$ cat src/acm_pkg.sv
// Summary of operation
// - sample rate code 0..8 selects 8k..768k or 44.1k family; 9..15 reserved
// - bits per frame code 0..12 selects 16..2048 bit clocks; 13..15 reserved
// - slave with automatic configuration ignores programmed rate and ratio codes
// - detected rate is read-only, same encoding, 15 means invalid
// - detected ratio is read-only, 16..2048, 15 means invalid
// - monitor status resets to all ones, both fields invalid
// - slave auto with PLL off: 0 bit clock root, 1 master clock root
// - frequency mode 0 uses absolute code, 1 uses frame-sync multiple; ref_by_ratio_out set only under automatic configuration
// - master clock to frame ratio code 0..7 gives 64..2304
// - invert bit moves frame sync generation to other bit-clock edge only
// - master select 0 receives clocks, 1 drives bit clock and frame sync
// - rate family bit picks 48k multiples at 0, 44.1k at 1; rate_family_out held at 0 in slave mode
// - PLL-off bit disables PLL under automatic configuration
// - 3-bit code gives master clock frequency 12 to 24.576 MHz
package acm_pkg;
   // ****************************************
   // register map
   // ****************************************
   localparam logic [7:0] OFS_RATE_RATIO = 8'h14;
   localparam logic [7:0] OFS_MON_STATUS = 8'h15;
   localparam logic [7:0] OFS_CLOCK_SOURCE_CTRL = 8'h16;
   localparam logic [7:0] OFS_PDM_CLK = 8'h1f;
   localparam logic [7:0] RST_RATE_RATIO = 8'h48;
   localparam logic [7:0] RST_MON_STATUS = 8'hff;
   localparam logic [7:0] RST_CLOCK_SOURCE_CTRL = 8'h10;
   localparam logic [7:0] RST_PDM_CLK = 8'h40;
   // field positions
   localparam int RATE_LSB = 4;
   localparam int RATIO_LSB = 0;
   localparam int ROOT_SEL_BIT = 7;
   localparam int FREQ_MODE_BIT = 6;
   localparam int MCLK_RATIO_LSB = 3;
   localparam int INV_EDGE_BIT = 1;
   localparam logic [3:0] CODE_INVALID = 4'hf;
   localparam logic [3:0] RATE_CODE_MAX = 4'h8;
   localparam logic [3:0] RATIO_CODE_MAX = 4'hc;
   // timing
   localparam int CLK_HZ = 200000000;
   localparam int TOL_SHIFT = 5; // tolerance of one part in 32

   // bit clocks per frame for a ratio code
   function automatic logic [11:0] ratio_value(input logic [3:0] code);
      logic [11:0] v;
      v = 12'h000;
      unique case (code)
         4'h0: v = 12'd16;
         4'h1: v = 12'd24;
         4'h2: v = 12'd32;
         4'h3: v = 12'd48;
         4'h4: v = 12'd64;
         4'h5: v = 12'd96;
         4'h6: v = 12'd128;
         4'h7: v = 12'd192;
         4'h8: v = 12'd256;
         4'h9: v = 12'd384;
         4'ha: v = 12'd512;
         4'hb: v = 12'd1024;
         4'hc: v = 12'd2048;
         default: v = 12'h000;
      endcase
      return v;
   endfunction : ratio_value

   // master clock to frame sync ratio
   function automatic logic [11:0] mclk_ratio_value(input logic [2:0] code);
      logic [11:0] v;
      v = 12'h000;
      unique case (code)
         3'h0: v = 12'd64;
         3'h1: v = 12'd256;
         3'h2: v = 12'd384;
         3'h3: v = 12'd512;
         3'h4: v = 12'd768;
         3'h5: v = 12'd1024;
         3'h6: v = 12'd1536;
         3'h7: v = 12'd2304;
      endcase
      return v;
   endfunction : mclk_ratio_value

   // measured bit count to ratio code, invalid if no match
   function automatic logic [3:0] ratio_encode(input logic [11:0] count);
      logic [3:0] c;
      c = CODE_INVALID;
      for (int i = 0; i <= 12; i++)
      begin
         if (count == ratio_value(i[3:0]))
            c = i[3:0];
      end
      return c;
   endfunction : ratio_encode

   // frame period in clocks to rate code, either family accepted
   function automatic logic [3:0] rate_encode(input logic [15:0] period);
      int base48;
      int base44;
      int nom;
      logic [3:0] c;
      base48 = 8000;
      base44 = 7350;
      c = CODE_INVALID;
      for (int i = 0; i <= 8; i++)
      begin
         // codes 4 and up: 6, 12, 24, 48, 96 times the base rate
         nom = CLK_HZ / (base48 * ((i < 4) ? (i + 1) : (6 << (i - 4))));
         if ((int'(period) >= nom - (nom >> TOL_SHIFT)) && (int'(period) <= nom + (nom >> TOL_SHIFT)))
            c = i[3:0];
         nom = CLK_HZ / (base44 * ((i < 4) ? (i + 1) : (6 << (i - 4))));
         if ((int'(period) >= nom - (nom >> TOL_SHIFT)) && (int'(period) <= nom + (nom >> TOL_SHIFT)))
            c = i[3:0];
      end
      return c;
   endfunction : rate_encode
endpackage : acm_pkg

$ cat src/acm_clock_config_monitor.sv
`timescale 1ns/1ps
// ****************************************
// audio serial port clock configuration
// ****************************************
module acm_clock_config_monitor #(
   parameter int BCLK_HALF = 4 // system clocks per bit clock half period
) (
   input wire logic clock_in, // system clock
   input wire logic reset_n_in, // async reset, active low
   input wire logic [7:0] reg_addr_in, // register offset
   input wire logic [7:0] reg_wdata_in, // write data
   input wire logic reg_write_in, // write strobe
   input wire logic reg_read_in, // read strobe
   output logic [7:0] reg_rdata_out, // read data, next cycle
   input wire logic clock_master_select_in, // 1 device drives clocks
   input wire logic auto_config_in, // 1 automatic configuration
   input wire logic auto_pll_off_in, // pll off in auto mode
   input wire logic rate_family_select_in, // 0 48k family, 1 44.1k
   input wire logic [2:0] ref_freq_code_in, // master clock frequency code
   input wire logic bit_clock_in, // bit clock pin level
   output logic bit_clock_out, // bit clock drive
   output logic bit_clock_oe_n_out, // low while driving
   input wire logic frame_sync_in, // frame sync pin level
   output logic frame_sync_out, // frame sync drive
   output logic frame_sync_oe_n_out, // low while driving
   output logic [3:0] eff_rate_code_out, // rate code in use
   output logic [3:0] eff_ratio_code_out, // bits per frame code in use
   output logic rate_family_out, // family in use
   output logic root_is_mclk_out, // audio root from master clock
   output logic pll_enable_out, // pll running
   output logic ref_by_ratio_out, // master clock given as frame multiple
   output logic [2:0] ref_freq_code_out, // absolute frequency code
   output logic [11:0] mclk_ratio_out // master clock per frame
);
   // divider range check at elaboration
   if (BCLK_HALF < 1 || BCLK_HALF > 255)
   begin : gen_half_check
      $error("BCLK_HALF out of range");
   end

   typedef struct packed {
      logic [7:0] rate_ratio;
      logic [7:0] clock_source_ctrl;
      logic [7:0] pdm_clk;
      logic [7:0] rdata;
      logic [7:0] div;
      logic bclk;
      logic fs;
      logic [11:0] bit_cnt;
      logic oe_n;
      logic [3:0] eff_rate;
      logic [3:0] eff_ratio;
      logic family;
      logic root_mclk;
      logic pll_on;
      logic by_ratio;
      logic [2:0] freq_code;
      logic [11:0] mclk_ratio;
   } acm_top_t;

   acm_top_t state;
   acm_top_t next_state;
   logic [1:0] rst_sync;
   logic rst_n;
   logic [3:0] det_rate;
   logic [3:0] det_ratio;
   logic slave_auto;
   logic [11:0] frame_len;
   logic gen_edge;

   // ****************************************
   // reset release
   // ****************************************
   always_ff @(posedge clock_in or negedge reset_n_in)
   begin
      if (!reset_n_in)
         rst_sync <= 2'b00;
      else
         rst_sync <= {rst_sync[0], 1'b1};
   end
   assign rst_n = rst_sync[1];

   // monitor of pin activity
   acm_frame_meter meter (
      .clock_in(clock_in),
      .rst_n_in(rst_n),
      .bit_clock_pin_in(bit_clock_in),
      .frame_sync_pin_in(frame_sync_in),
      .detected_rate_code_out(det_rate),
      .detected_ratio_code_out(det_ratio)
   );

   assign slave_auto = ~clock_master_select_in & auto_config_in;
   // bits per frame from programmed code
   assign frame_len = acm_pkg::ratio_value(state.rate_ratio[acm_pkg::RATIO_LSB +: 4]);

   // ****************************************
   // next state
   // ****************************************
   always_comb
   begin
      next_state = state;
      gen_edge = 1'b0;
      // register writes, full byte stored
      if (reg_write_in)
      begin
         unique case (reg_addr_in)
            acm_pkg::OFS_RATE_RATIO: next_state.rate_ratio = reg_wdata_in;
            acm_pkg::OFS_CLOCK_SOURCE_CTRL: next_state.clock_source_ctrl = reg_wdata_in;
            acm_pkg::OFS_PDM_CLK: next_state.pdm_clk = reg_wdata_in;
            default: next_state.rate_ratio = state.rate_ratio;
         endcase
      end
      // register reads, unmapped read zero
      if (reg_read_in)
      begin
         unique case (reg_addr_in)
            acm_pkg::OFS_RATE_RATIO: next_state.rdata = state.rate_ratio;
            acm_pkg::OFS_MON_STATUS: next_state.rdata = {det_rate, det_ratio};
            acm_pkg::OFS_CLOCK_SOURCE_CTRL: next_state.rdata = state.clock_source_ctrl;
            acm_pkg::OFS_PDM_CLK: next_state.rdata = state.pdm_clk;
            default: next_state.rdata = 8'h00;
         endcase
      end
      // drive clocks only in master mode
      next_state.oe_n = ~clock_master_select_in;
      if (clock_master_select_in && frame_len != 12'h000)
      begin
         if (state.div == 8'(BCLK_HALF - 1))
         begin
            next_state.div = 8'h00;
            next_state.bclk = ~state.bclk;
            // frame sync on rising edge when inverted
            gen_edge = state.clock_source_ctrl[acm_pkg::INV_EDGE_BIT] ? ~state.bclk : state.bclk;
         end
         else
            next_state.div = state.div + 8'h01;
         if (gen_edge)
         begin
            next_state.fs = (state.bit_cnt == frame_len - 12'h001);
            next_state.bit_cnt = next_state.fs ? 12'h000 : state.bit_cnt + 12'h001;
         end
      end
      else
      begin
         next_state.div = 8'h00;
         next_state.bclk = 1'b0;
         next_state.fs = 1'b0;
         next_state.bit_cnt = 12'h000;
      end
      if (slave_auto)
      begin
         next_state.eff_rate = det_rate;
         next_state.eff_ratio = det_ratio;
      end
      else
      begin
         next_state.eff_rate = state.rate_ratio[acm_pkg::RATE_LSB +: 4];
         next_state.eff_ratio = state.rate_ratio[acm_pkg::RATIO_LSB +: 4];
      end
      next_state.family = clock_master_select_in & rate_family_select_in;
      // pll off only under automatic configuration
      next_state.pll_on = ~(auto_config_in & auto_pll_off_in);
      // root source with pll off in slave auto
      next_state.root_mclk = slave_auto & auto_pll_off_in & state.clock_source_ctrl[acm_pkg::ROOT_SEL_BIT];
      next_state.by_ratio = auto_config_in & state.clock_source_ctrl[acm_pkg::FREQ_MODE_BIT];
      next_state.freq_code = ref_freq_code_in;
      next_state.mclk_ratio = acm_pkg::mclk_ratio_value(state.clock_source_ctrl[acm_pkg::MCLK_RATIO_LSB +: 3]);
   end

   // state register
   always_ff @(posedge clock_in or negedge rst_n)
   begin
      if (!rst_n)
      begin
         state <= '0;
         state.rate_ratio <= acm_pkg::RST_RATE_RATIO;
         state.clock_source_ctrl <= acm_pkg::RST_CLOCK_SOURCE_CTRL;
         state.pdm_clk <= acm_pkg::RST_PDM_CLK;
         state.oe_n <= 1'b1;
         state.eff_rate <= acm_pkg::RST_RATE_RATIO[7:4];
         state.eff_ratio <= acm_pkg::RST_RATE_RATIO[3:0];
         state.pll_on <= 1'b1;
         state.mclk_ratio <= 12'd384;
      end
      else
         state <= next_state;
   end

   // outputs from flops
   assign reg_rdata_out = state.rdata;
   assign bit_clock_out = state.bclk;
   assign bit_clock_oe_n_out = state.oe_n;
   assign frame_sync_out = state.fs;
   assign frame_sync_oe_n_out = state.oe_n;
   assign eff_rate_code_out = state.eff_rate;
   assign eff_ratio_code_out = state.eff_ratio;
   assign rate_family_out = state.family;
   assign root_is_mclk_out = state.root_mclk;
   assign pll_enable_out = state.pll_on;
   assign ref_by_ratio_out = state.by_ratio;
   assign ref_freq_code_out = state.freq_code;
   assign mclk_ratio_out = state.mclk_ratio;
endmodule : acm_clock_config_monitor

$ cat src/acm_frame_meter.sv
`timescale 1ns/1ps
// ****************************************
// frame clock monitor
// ****************************************
module acm_frame_meter (
   input wire logic clock_in, // system clock
   input wire logic rst_n_in, // synchronised reset, active low
   input wire logic bit_clock_pin_in, // bit clock pin level
   input wire logic frame_sync_pin_in, // frame sync pin level
   output logic [3:0] detected_rate_code_out, // detected rate status
   output logic [3:0] detected_ratio_code_out // detected ratio status
);
   typedef struct packed {
      logic [2:0] bsync; // bit clock sync chain, [0] first stage
      logic [2:0] frame_sync; // frame sync sync chain
      logic started;
      logic [11:0] bit_cnt;
      logic [15:0] clk_cnt;
      logic [3:0] last_rate;
      logic [3:0] last_ratio;
      logic [3:0] rate_code;
      logic [3:0] ratio_code;
   } acm_meter_t;

   acm_meter_t state;
   acm_meter_t next_state;
   logic b_rise;
   logic f_rise;
   logic [3:0] m_rate;
   logic [3:0] m_ratio;

   // edges from the second and third stages only
   assign b_rise = state.bsync[1] & ~state.bsync[2];
   assign f_rise = state.frame_sync[1] & ~state.frame_sync[2];
   assign m_rate = acm_pkg::rate_encode(state.clk_cnt);
   assign m_ratio = acm_pkg::ratio_encode(state.bit_cnt);

   // measurement and commit
   always_comb
   begin
      next_state = state;
      next_state.bsync = {state.bsync[1:0], bit_clock_pin_in};
      next_state.frame_sync = {state.frame_sync[1:0], frame_sync_pin_in};
      if (state.clk_cnt != 16'hffff)
         next_state.clk_cnt = state.clk_cnt + 16'h0001;
      if (b_rise && state.bit_cnt != 12'hfff)
         next_state.bit_cnt = state.bit_cnt + 12'h001;
      if (f_rise)
      begin
         next_state.clk_cnt = 16'h0001;
         next_state.bit_cnt = b_rise ? 12'h001 : 12'h000;
         next_state.started = 1'b1;
         if (state.started)
         begin
            next_state.last_rate = m_rate;
            next_state.last_ratio = m_ratio;
            if (m_rate == state.last_rate && m_ratio == state.last_ratio)
            begin
               next_state.rate_code = m_rate;
               next_state.ratio_code = m_ratio;
            end
         end
      end
      else if (state.clk_cnt == 16'hffff)
      begin
         next_state.started = 1'b0;
         next_state.rate_code = acm_pkg::CODE_INVALID;
         next_state.ratio_code = acm_pkg::CODE_INVALID;
         next_state.last_rate = acm_pkg::CODE_INVALID;
         next_state.last_ratio = acm_pkg::CODE_INVALID;
      end
   end

   // state register
   always_ff @(posedge clock_in or negedge rst_n_in)
   begin
      if (!rst_n_in)
      begin
         state <= '0;
         state.rate_code <= acm_pkg::RST_MON_STATUS[7:4];
         state.ratio_code <= acm_pkg::RST_MON_STATUS[3:0];
         state.last_rate <= acm_pkg::CODE_INVALID;
         state.last_ratio <= acm_pkg::CODE_INVALID;
      end
      else
         state <= next_state;
   end

   assign detected_rate_code_out = state.rate_code;
   assign detected_ratio_code_out = state.ratio_code;
endmodule : acm_frame_meter

$ cat config.mk
export PLATFORM = sky130hd
export DESIGN_NAME = acm_clock_config_monitor
export DESIGN_NICKNAME = d
export VERILOG_FILES = /design/src/acm_pkg.sv /design/src/acm_clock_config_monitor.sv /design/src/acm_frame_meter.sv
export SDC_FILE = /design/constraint.sdc
export NUM_CORES = 1
export LEC_CHECK = 0
export BUFFER_PORTS_ARGS = -buffer_cell sky130_fd_sc_hd__buf_2
export CORE_MARGIN = 2
export CORE_UTILIZATION = 40
export DETAILED_ROUTE_END_ITERATION = 16
export PLACE_DENSITY = 0.63
export SLEW_MARGIN = 20
export SYNTH_ARGS = -nofsm -noshare
export SYNTH_HDL_FRONTEND = slang
export SYNTH_SLANG_ARGS = --single-unit
$ cat constraint.sdc
create_clock -name clock_in -period 4.1 [get_ports clock_in]
set_clock_uncertainty 0.1 [all_clocks]
set_input_delay 1.23 -clock clock_in [delete_from_list [all_inputs] [get_ports clock_in]]
set_output_delay 1.23 -clock clock_in [all_outputs]
set_load 0.1 [all_outputs]
Word-level counts from Yosys, hierarchy flattened
Memories as Yosys holds them, arrays and structs flattened. A register that Yosys moved wholly into a read port is not among the register bits.
Cells that the tools add are included.
- bits in registers: 135
- memory bits (read-only): 192
- input port bits: 29
- output and inout port bits: 39
- word-level logic and storage cells: 193
- memories: 2
- memories (name ; depth ; bits a word ; rd ports ; clocked after memory_dff ; write ports ; line ; text):
    (no name shown) ; 16 ; 9 ; 1 ; 0 ; 0 ; acm_pkg.sv:46 ; unique case (code)
    (no name shown) ; 8 ; 6 ; 1 ; 1 ; 0 ; acm_pkg.sv:69 ; unique case (code)
- add/sub/neg operators: 5
- $lt $le $gt $ge: 36
- equality and inequality tests: 28
- multiplexer cells: 51
- bitwise operators: 13
- reduce and logical (&&, ||, !) cells: 31
- operators with widths (operator ; count):
    two-way mux 4 bit ; 31
    greater-or-equal comparator 16 x 13 -> 1 bit, second input constant ; 4
    <= comparator 16 x 13 -> 1 bit, second input constant ; 4
    <= comparator 16 x 14 -> 1 bit, second input constant ; 4
    two-way mux 16 bit ; 4
    greater-or-equal comparator 16 x 14 -> 1 bit, second input constant ; 3
    == test 8 x 5 -> 1 bit, second input constant ; 4
    greater-or-equal comparator 16 x 10 -> 1 bit, second input constant ; 2
    greater-or-equal comparator 16 x 11 -> 1 bit, second input constant ; 2
    greater-or-equal comparator 16 x 12 -> 1 bit, second input constant ; 2
    greater-or-equal comparator 16 x 15 -> 1 bit, second input constant ; 2
    greater-or-equal comparator 16 x 9 -> 1 bit, second input constant ; 2
    <= comparator 16 x 10 -> 1 bit, second input constant ; 2
    <= comparator 16 x 11 -> 1 bit, second input constant ; 2
    <= comparator 16 x 12 -> 1 bit, second input constant ; 2
    <= comparator 16 x 15 -> 1 bit, second input constant ; 2
    <= comparator 16 x 9 -> 1 bit, second input constant ; 2
    one-hot mux 8 bit (4 select lines) ; 1
    two-way mux 28 bit ; 1
    adder 12 x 1 -> 12 bit, second input constant ; 2
    == test 12 x 5 -> 1 bit, second input constant ; 2
    == test 12 x 6 -> 1 bit, second input constant ; 2
    == test 12 x 7 -> 1 bit, second input constant ; 2
    == test 12 x 8 -> 1 bit, second input constant ; 2
    other kinds (29) ; 78

Depth between registers and ports, before layout
- depth in word-level cells: 25
- mapped depth: 17
- depth with buffers taken out: 12

By module
From an unflattened synthesis, not the netlist that was laid out.
- cells, all modules: 891
- area total of the unflattened synthesis: 8239.2 um^2
- modules (own cells, without submodules) (module ; times used ; cells an instance ; area an instance (um^2) ; seq. area each (um^2)):
    acm_frame_meter ; 1 ; 516 ; 4201.5 ; 1296.2
    acm_clock_config_monitor ; 1 ; 375 ; 4037.6 ; 1964.4

Worst setup path after synthesis
No wires, ideal clock.
- kind: reg-to-reg
- start: reg state[77] in the netlist's numbering
- end: reg state[33] in the netlist's numbering
- setup time: 130 ps
- data arrival time: 3716 ps
- slack: 154 ps
- cell stages (with the launch flop): 18
- period minus slack after synthesis: 3946 ps
- cells stage by stage: dfstp_2 -> clkbuf_1 -> clkbuf_1 -> inv_1 -> nand3_1 -> ha_1 -> clkbuf_1 -> or3b_2 -> a21oi_1 -> o21a_1 -> o22ai_1 -> a2111oi_0 -> or3_1 -> clkbuf_1 -> clkbuf_1 -> nor2_1 -> o21ai_0 -> o41ai_1
- longest elaborated chain between the ends: 6
- elaborated cells between the ends (all ways): 9
- ends and longest elaborated chain (item ; line ; text):
    from (decl) ; acm_clock_config_monitor.sv:61 ; acm_top_t state;
    from (signal assigned) ; acm_clock_config_monitor.sv:187 ; state <= next_state;
    memory read (16 x 9 bit) * ; n/a ;
    subtractor 12 x 1 -> 12 bit ; acm_clock_config_monitor.sv:140 ; next_state.fs = (state.bit_cnt == frame_len - 12'h001);
    == test 12 bit ; acm_clock_config_monitor.sv:140 ;
    two-way mux 12 bit ; acm_clock_config_monitor.sv:141 ; next_state.bit_cnt = next_state.fs ? 12'h000 : state.bit_cnt + 12'h001;
    two-way mux 13 bit ; acm_clock_config_monitor.sv:138 ; if (gen_edge)
    two-way mux 22 bit ; acm_clock_config_monitor.sv:127 ; if (clock_master_select_in && frame_len != 12'h000)
Every way passes the cells marked *; elsewhere a longest branch is shown, timed or not. The select of a mux whose other input is x is not followed.
A chain may end at the register's enable or synchronous reset.

Worst setup path after layout
- start: reg meter.state[18] in the netlist's numbering
- end: reg meter.state (netlist bit meter.detected_ratio_code_out[2])
- longest elaborated chain between the ends: 24
- elaborated cells between the ends (all ways): 78
- ends and longest elaborated chain (item ; line ; text):
    from (decl) ; acm_frame_meter.sv:25 ; acm_meter_t state;
    from (signal assigned) ; acm_frame_meter.sv:86 ; state <= next_state;
    greater-or-equal comparator 16 x 15 -> 1 bit / <= comparator 16 x 15 -> 1 bit (equally long branches) ; acm_pkg.sv:107 ; if ((int'(period) >= nom - (nom >> TOL_SHIFT)) && (int'(period) <= nom + (nom >> TOL_SHIFT)))
    logical AND 1 bit ; acm_pkg.sv:107 ;
    two-way mux 4 bit ; acm_pkg.sv:107 ;
    two-way mux 4 bit ; acm_pkg.sv:110 ; if ((int'(period) >= nom - (nom >> TOL_SHIFT)) && (int'(period) <= nom + (nom >> TOL_SHIFT)))
    two-way mux 4 bit ; acm_pkg.sv:107 ;
    two-way mux 4 bit ; acm_pkg.sv:110 ;
    two-way mux 4 bit ; acm_pkg.sv:107 ;
    two-way mux 4 bit ; acm_pkg.sv:110 ;
    [8 not listed] ; n/a ;
    two-way mux 4 bit ; acm_pkg.sv:107 ;
    two-way mux 4 bit ; acm_pkg.sv:110 ;
    two-way mux 4 bit ; acm_pkg.sv:107 ;
    two-way mux 4 bit ; acm_pkg.sv:110 ;
    == test 4 bit ; acm_frame_meter.sv:57 ; if (m_rate == state.last_rate && m_ratio == state.last_ratio)
    logical AND 1 bit ; acm_frame_meter.sv:57 ;
    inequality test 2 bit (no source line) ; n/a ;
    AND reduction 3 bit (no source line) * ; n/a ;
Every way passes the cells marked *; elsewhere a longest branch is shown, timed or not.

==> metrics.txt <==
Die Wd 145 um; Power Internal 2.34 mW; antenna diode count 0; DR vias/cell between 5 and 6; EDFF count, synth 0; number of global-route vias before repair 6160; DR WL/cell about 16 um; drt total wl about 19000 um; largest net degree at the start of global routing 69; most common cell after layout, fill and taps aside dfrtp_1; global-route wire length before repair 31900 um; DP HPWL approximately 14000 um; DR vias about 6600; Root Driver clkbuf_16; CTS Buffer Depth 2; Ys Warns 0; worst rel slew slack 41.5%; FF/Latch Area 3260 sq um; max_cap viols 0; max-slew violation count 0; required time of the critical path ~4.3 ns; Skew-Pair Late Insertion Delay around 0.42 ns; Peak VDD IR roughly 0.25 mV; P_sw 1.16 mW; part of the power in registers slightly above 40%; Die Ht 145 um; Post-Synthesis Cells a little under 900; slowest stage delay, CP 0.83 ns; reg2reg setup slack about 0.28 ns; status complete, no violations; Avg Cell Area, Syn 9.18 sq um; clock slew at reported path FFs 0.07 ns; Total Nets Final 933; register bit count reported by yosys 129; initial antenna violation count 0; CP startpoint meter.state[18]; Worst setup EP type flop; Fin. Hold Viols 0; part of the cycle the worst path needs 93.2%; Crit-path slowest cell dfrtp_1; Antenna Nets Post-Route 0; crit path DAT 4.06 ns; multi-input gate area in the final layout 4120 sq um; Synth Cell Area ~8000 sq um; FP Rows 51; CP Launch Type flop; ys async rst share 100%; Worst R2R End meter.detected_ratio_code_out[2]; Hold Path Sink meter.next_state[47]; Total GRT Usage 18.5%; share of cells above drive strength 1 22.5%; initial cell density of the core 40.9%; # setup viols final 0; commonest non-fill, non-tap cells in the layout dfrtp_1, nor2_1, nand2_1, buf_2, o21ai_0; R2R Path Start meter.state[18]; WHS 0.248 ns; Clock power frac between 40% and 50%; worst slew pin tran 0.878 ns; GPL Wtd Cong 0.994; First DRT Iteration DRCs between 500 and 600; sequential-to-total area share from yosys stat 41.0%; CTS H-tree lvls 4; Yosys cell types 81; clock sinks 129; Core ar. around 19000 sq um; DR pass1 iterations 6; P per Cell Area 391 nW/um^2; fillers roughly 1900; r2r worst-path depth 11; Residual DRC 0; gr ovfl total 0; FMAX roughly 260 MHz; area grow syn2layout 12.9%; clock buffer count from CTS 17; PnR worst setup slack 0.281 ns; Critical Path Fanout Max 23; IO Pins around 70; fin crit period 3.82 ns; total chip power 3.51 mW; die area 21000 sq um; leakage 3.85 nW; dpl ws 0.237 ns; top_reg_cell synth dfrtp_1; CTS tree done; hold_sp meter.next_state[46]; switching share of total power 33.2%; Port Buf Inserts 61; Setup Crit Path Kind flop to flop; # Post-CTS Setup Buffers 0; Logic pwr share 17.8%; Post-CTS Hold Fix Bufs 0; Hold Crit Depth 0; crit-path cells buf_4 > nor4_1 > o2111ai_1 > a22oi_1 > o31a_1 > nor2_1 > nor4bb_1 > mux2i_1 > nor4_4 > buf_4 > mux2i_1; worst min-delay path class flop to flop
==> synth_stat cells (4+ instances only) <==
cell       number  area, sq um
o31ai_1         7         52.6
mux2_2         30          338
dfstp_2        26          683
nor3b_1        10         75.1
dfrtp_1       103         2580
nor2b_1        11         68.8
mux2i_1        14          140
o211ai_1        4         30.0
buf_2           9         45.0
a31oi_1        10         62.6
nor4_1         12         75.1
nand3_1        32          160
o21a_1          4         30.0
and4_1          4         35.0
or3_1           6         37.5
ha_1           12          150
nand4_1        13         81.3
a21oi_1        31          155
xnor2_1        20          175
nand2_1        61          229
a222oi_1        9         90.1
nand4b_1        4         35.0
nor2_1         81          304
nor4bb_1        4         40.0
a211oi_1        5         37.5
or2_2           5         31.3
xor2_1         25          219
and3_1         14         87.6
nand2b_1       15         93.8
o21ai_0        44          220
a21boi_0       11         82.6
and2_1          5         31.3
inv_1          30          113
nor3_1         22          110
a2111oi_0       4         35.0
nor4b_1         7         61.3
o22ai_1        10         62.6
buf_4          32          240
clkbuf_1       51          191
==> cell type report <==
| cell class | count | share of cell area, % |
|---|---|---|
| Inverter | 30 | 1.25 |
| Timing Repair Buffer | 96 | 6.47 |
| Tap cell | 265 | 3.69 |
| Clock buffer | 17 | 4.74 |
| Sequential cell | 129 | 36.4 |
| Clock inverter | 15 | 1.60 |
| Multi-Input combinational cell | 618 | 45.9 |
==> worst max-delay path by stage <==
stage | to | slack, ns | cells past startpoint
finish | meter.detected_ratio_code_out[2] | 0.28 | 11
floorplan | state[33] | 0.15 | 17
global route | state[34] | -0.01 | 12
CTS | state[33] | 0.23 | 12
detailed placement | state[33] | 0.24 | 12
global placement | state[33] | 0.37 | 12
==> flip-flops by register name (all words and copies together) (netlist names) <==
| name | cells |
|---|---|
| eff_rate_code_out | 4 |
| bit_clock_oe_n_out | 1 |
| meter.detected_ratio_code_out | 4 |
| ref_by_ratio_out | 1 |
| frame_sync_out | 1 |
| rst_sync | 2 |
| root_is_mclk_out | 1 |
| meter.detected_rate_code_out | 4 |
| ref_freq_code_out | 3 |
| state | 44 |
| bit_clock_out | 1 |
| rate_family_out | 1 |
| eff_ratio_code_out | 4 |
| meter.state | 39 |
| reg_rdata_out | 8 |
| mclk_ratio_out | 6 |
| pll_enable_out | 1 |
| meter.next_state | 4 |
==> cells by family (layout without fill, tap and decap cells) <==
logic type	count (synthesis)	in the layout	share of synthesized area, %
muxes	45	45	6.20
AOI/OAI and AO/OA	181	181	16.0
DFF	129	129	41.0
other	2	7	0.0944
and+or+nand+nor	328	328	22.4
buffers and inverters	124	158	7.50
xor gates and xnor gates	45	45	4.96
adders and majority gates	12	12	1.89
==> stage by stage <==
stage | instance area [sq um] | TNS [ns] | util [%] | instances
after floorplan | 7970 | 0 | - | 871
after global placement | 8410 | 0 | 43.2 | 1138
after detailed placement | 8410 | 0 | 43.2 | 1138
after CTS | 8970 | 0 | 46.1 | 1170
after global routing | 8980 | -0.0137 | 46.1 | 1170
final | 8980 | 0 | 46.1 | 1170
==> critical path, delay by kind of cell, from the launching register on <==
family | cells | cell delay [ns]
buffers and inverters | 2 | 0.51
multiplexers | 2 | 0.42
AO/OA/AOI/OAI | 3 | 0.74
flip-flops | 1 | 0.83
AND/OR/NAND/NOR | 4 | 1.12
==> routing by layer <==
metal / global-route usage, % / wire length [um] / up-vias
li1: - / - / 3151
met1: 24.4 / 8400 / 3160
met2: 29.6 / 9140 / 277
met3: 3.90 / 1140 / 50
met4: 7.82 / 534 / 0
met5: 0 / 0 / -
==> power by group through the flow <==
stage | registers (mW) | clock network, mW | logic, mW
2_1_floorplan | 1.42 | 0 | 0.493
5_1_grt | 1.44 | 1.54 | 0.674
4_1_cts | 1.43 | 1.48 | 0.617
6_report | 1.43 | 1.45 | 0.624
3_3_place_gp | 1.45 | 0 | 0.618
3_5_place_dp | 1.45 | 0 | 0.615
==> repair_timing <==
item,CTS,global route
gates resized for setup,0,1
setup endpoints to repair,0,6
endpoints found under the hold margin,0,0
(Power assumes the default switching activity.)
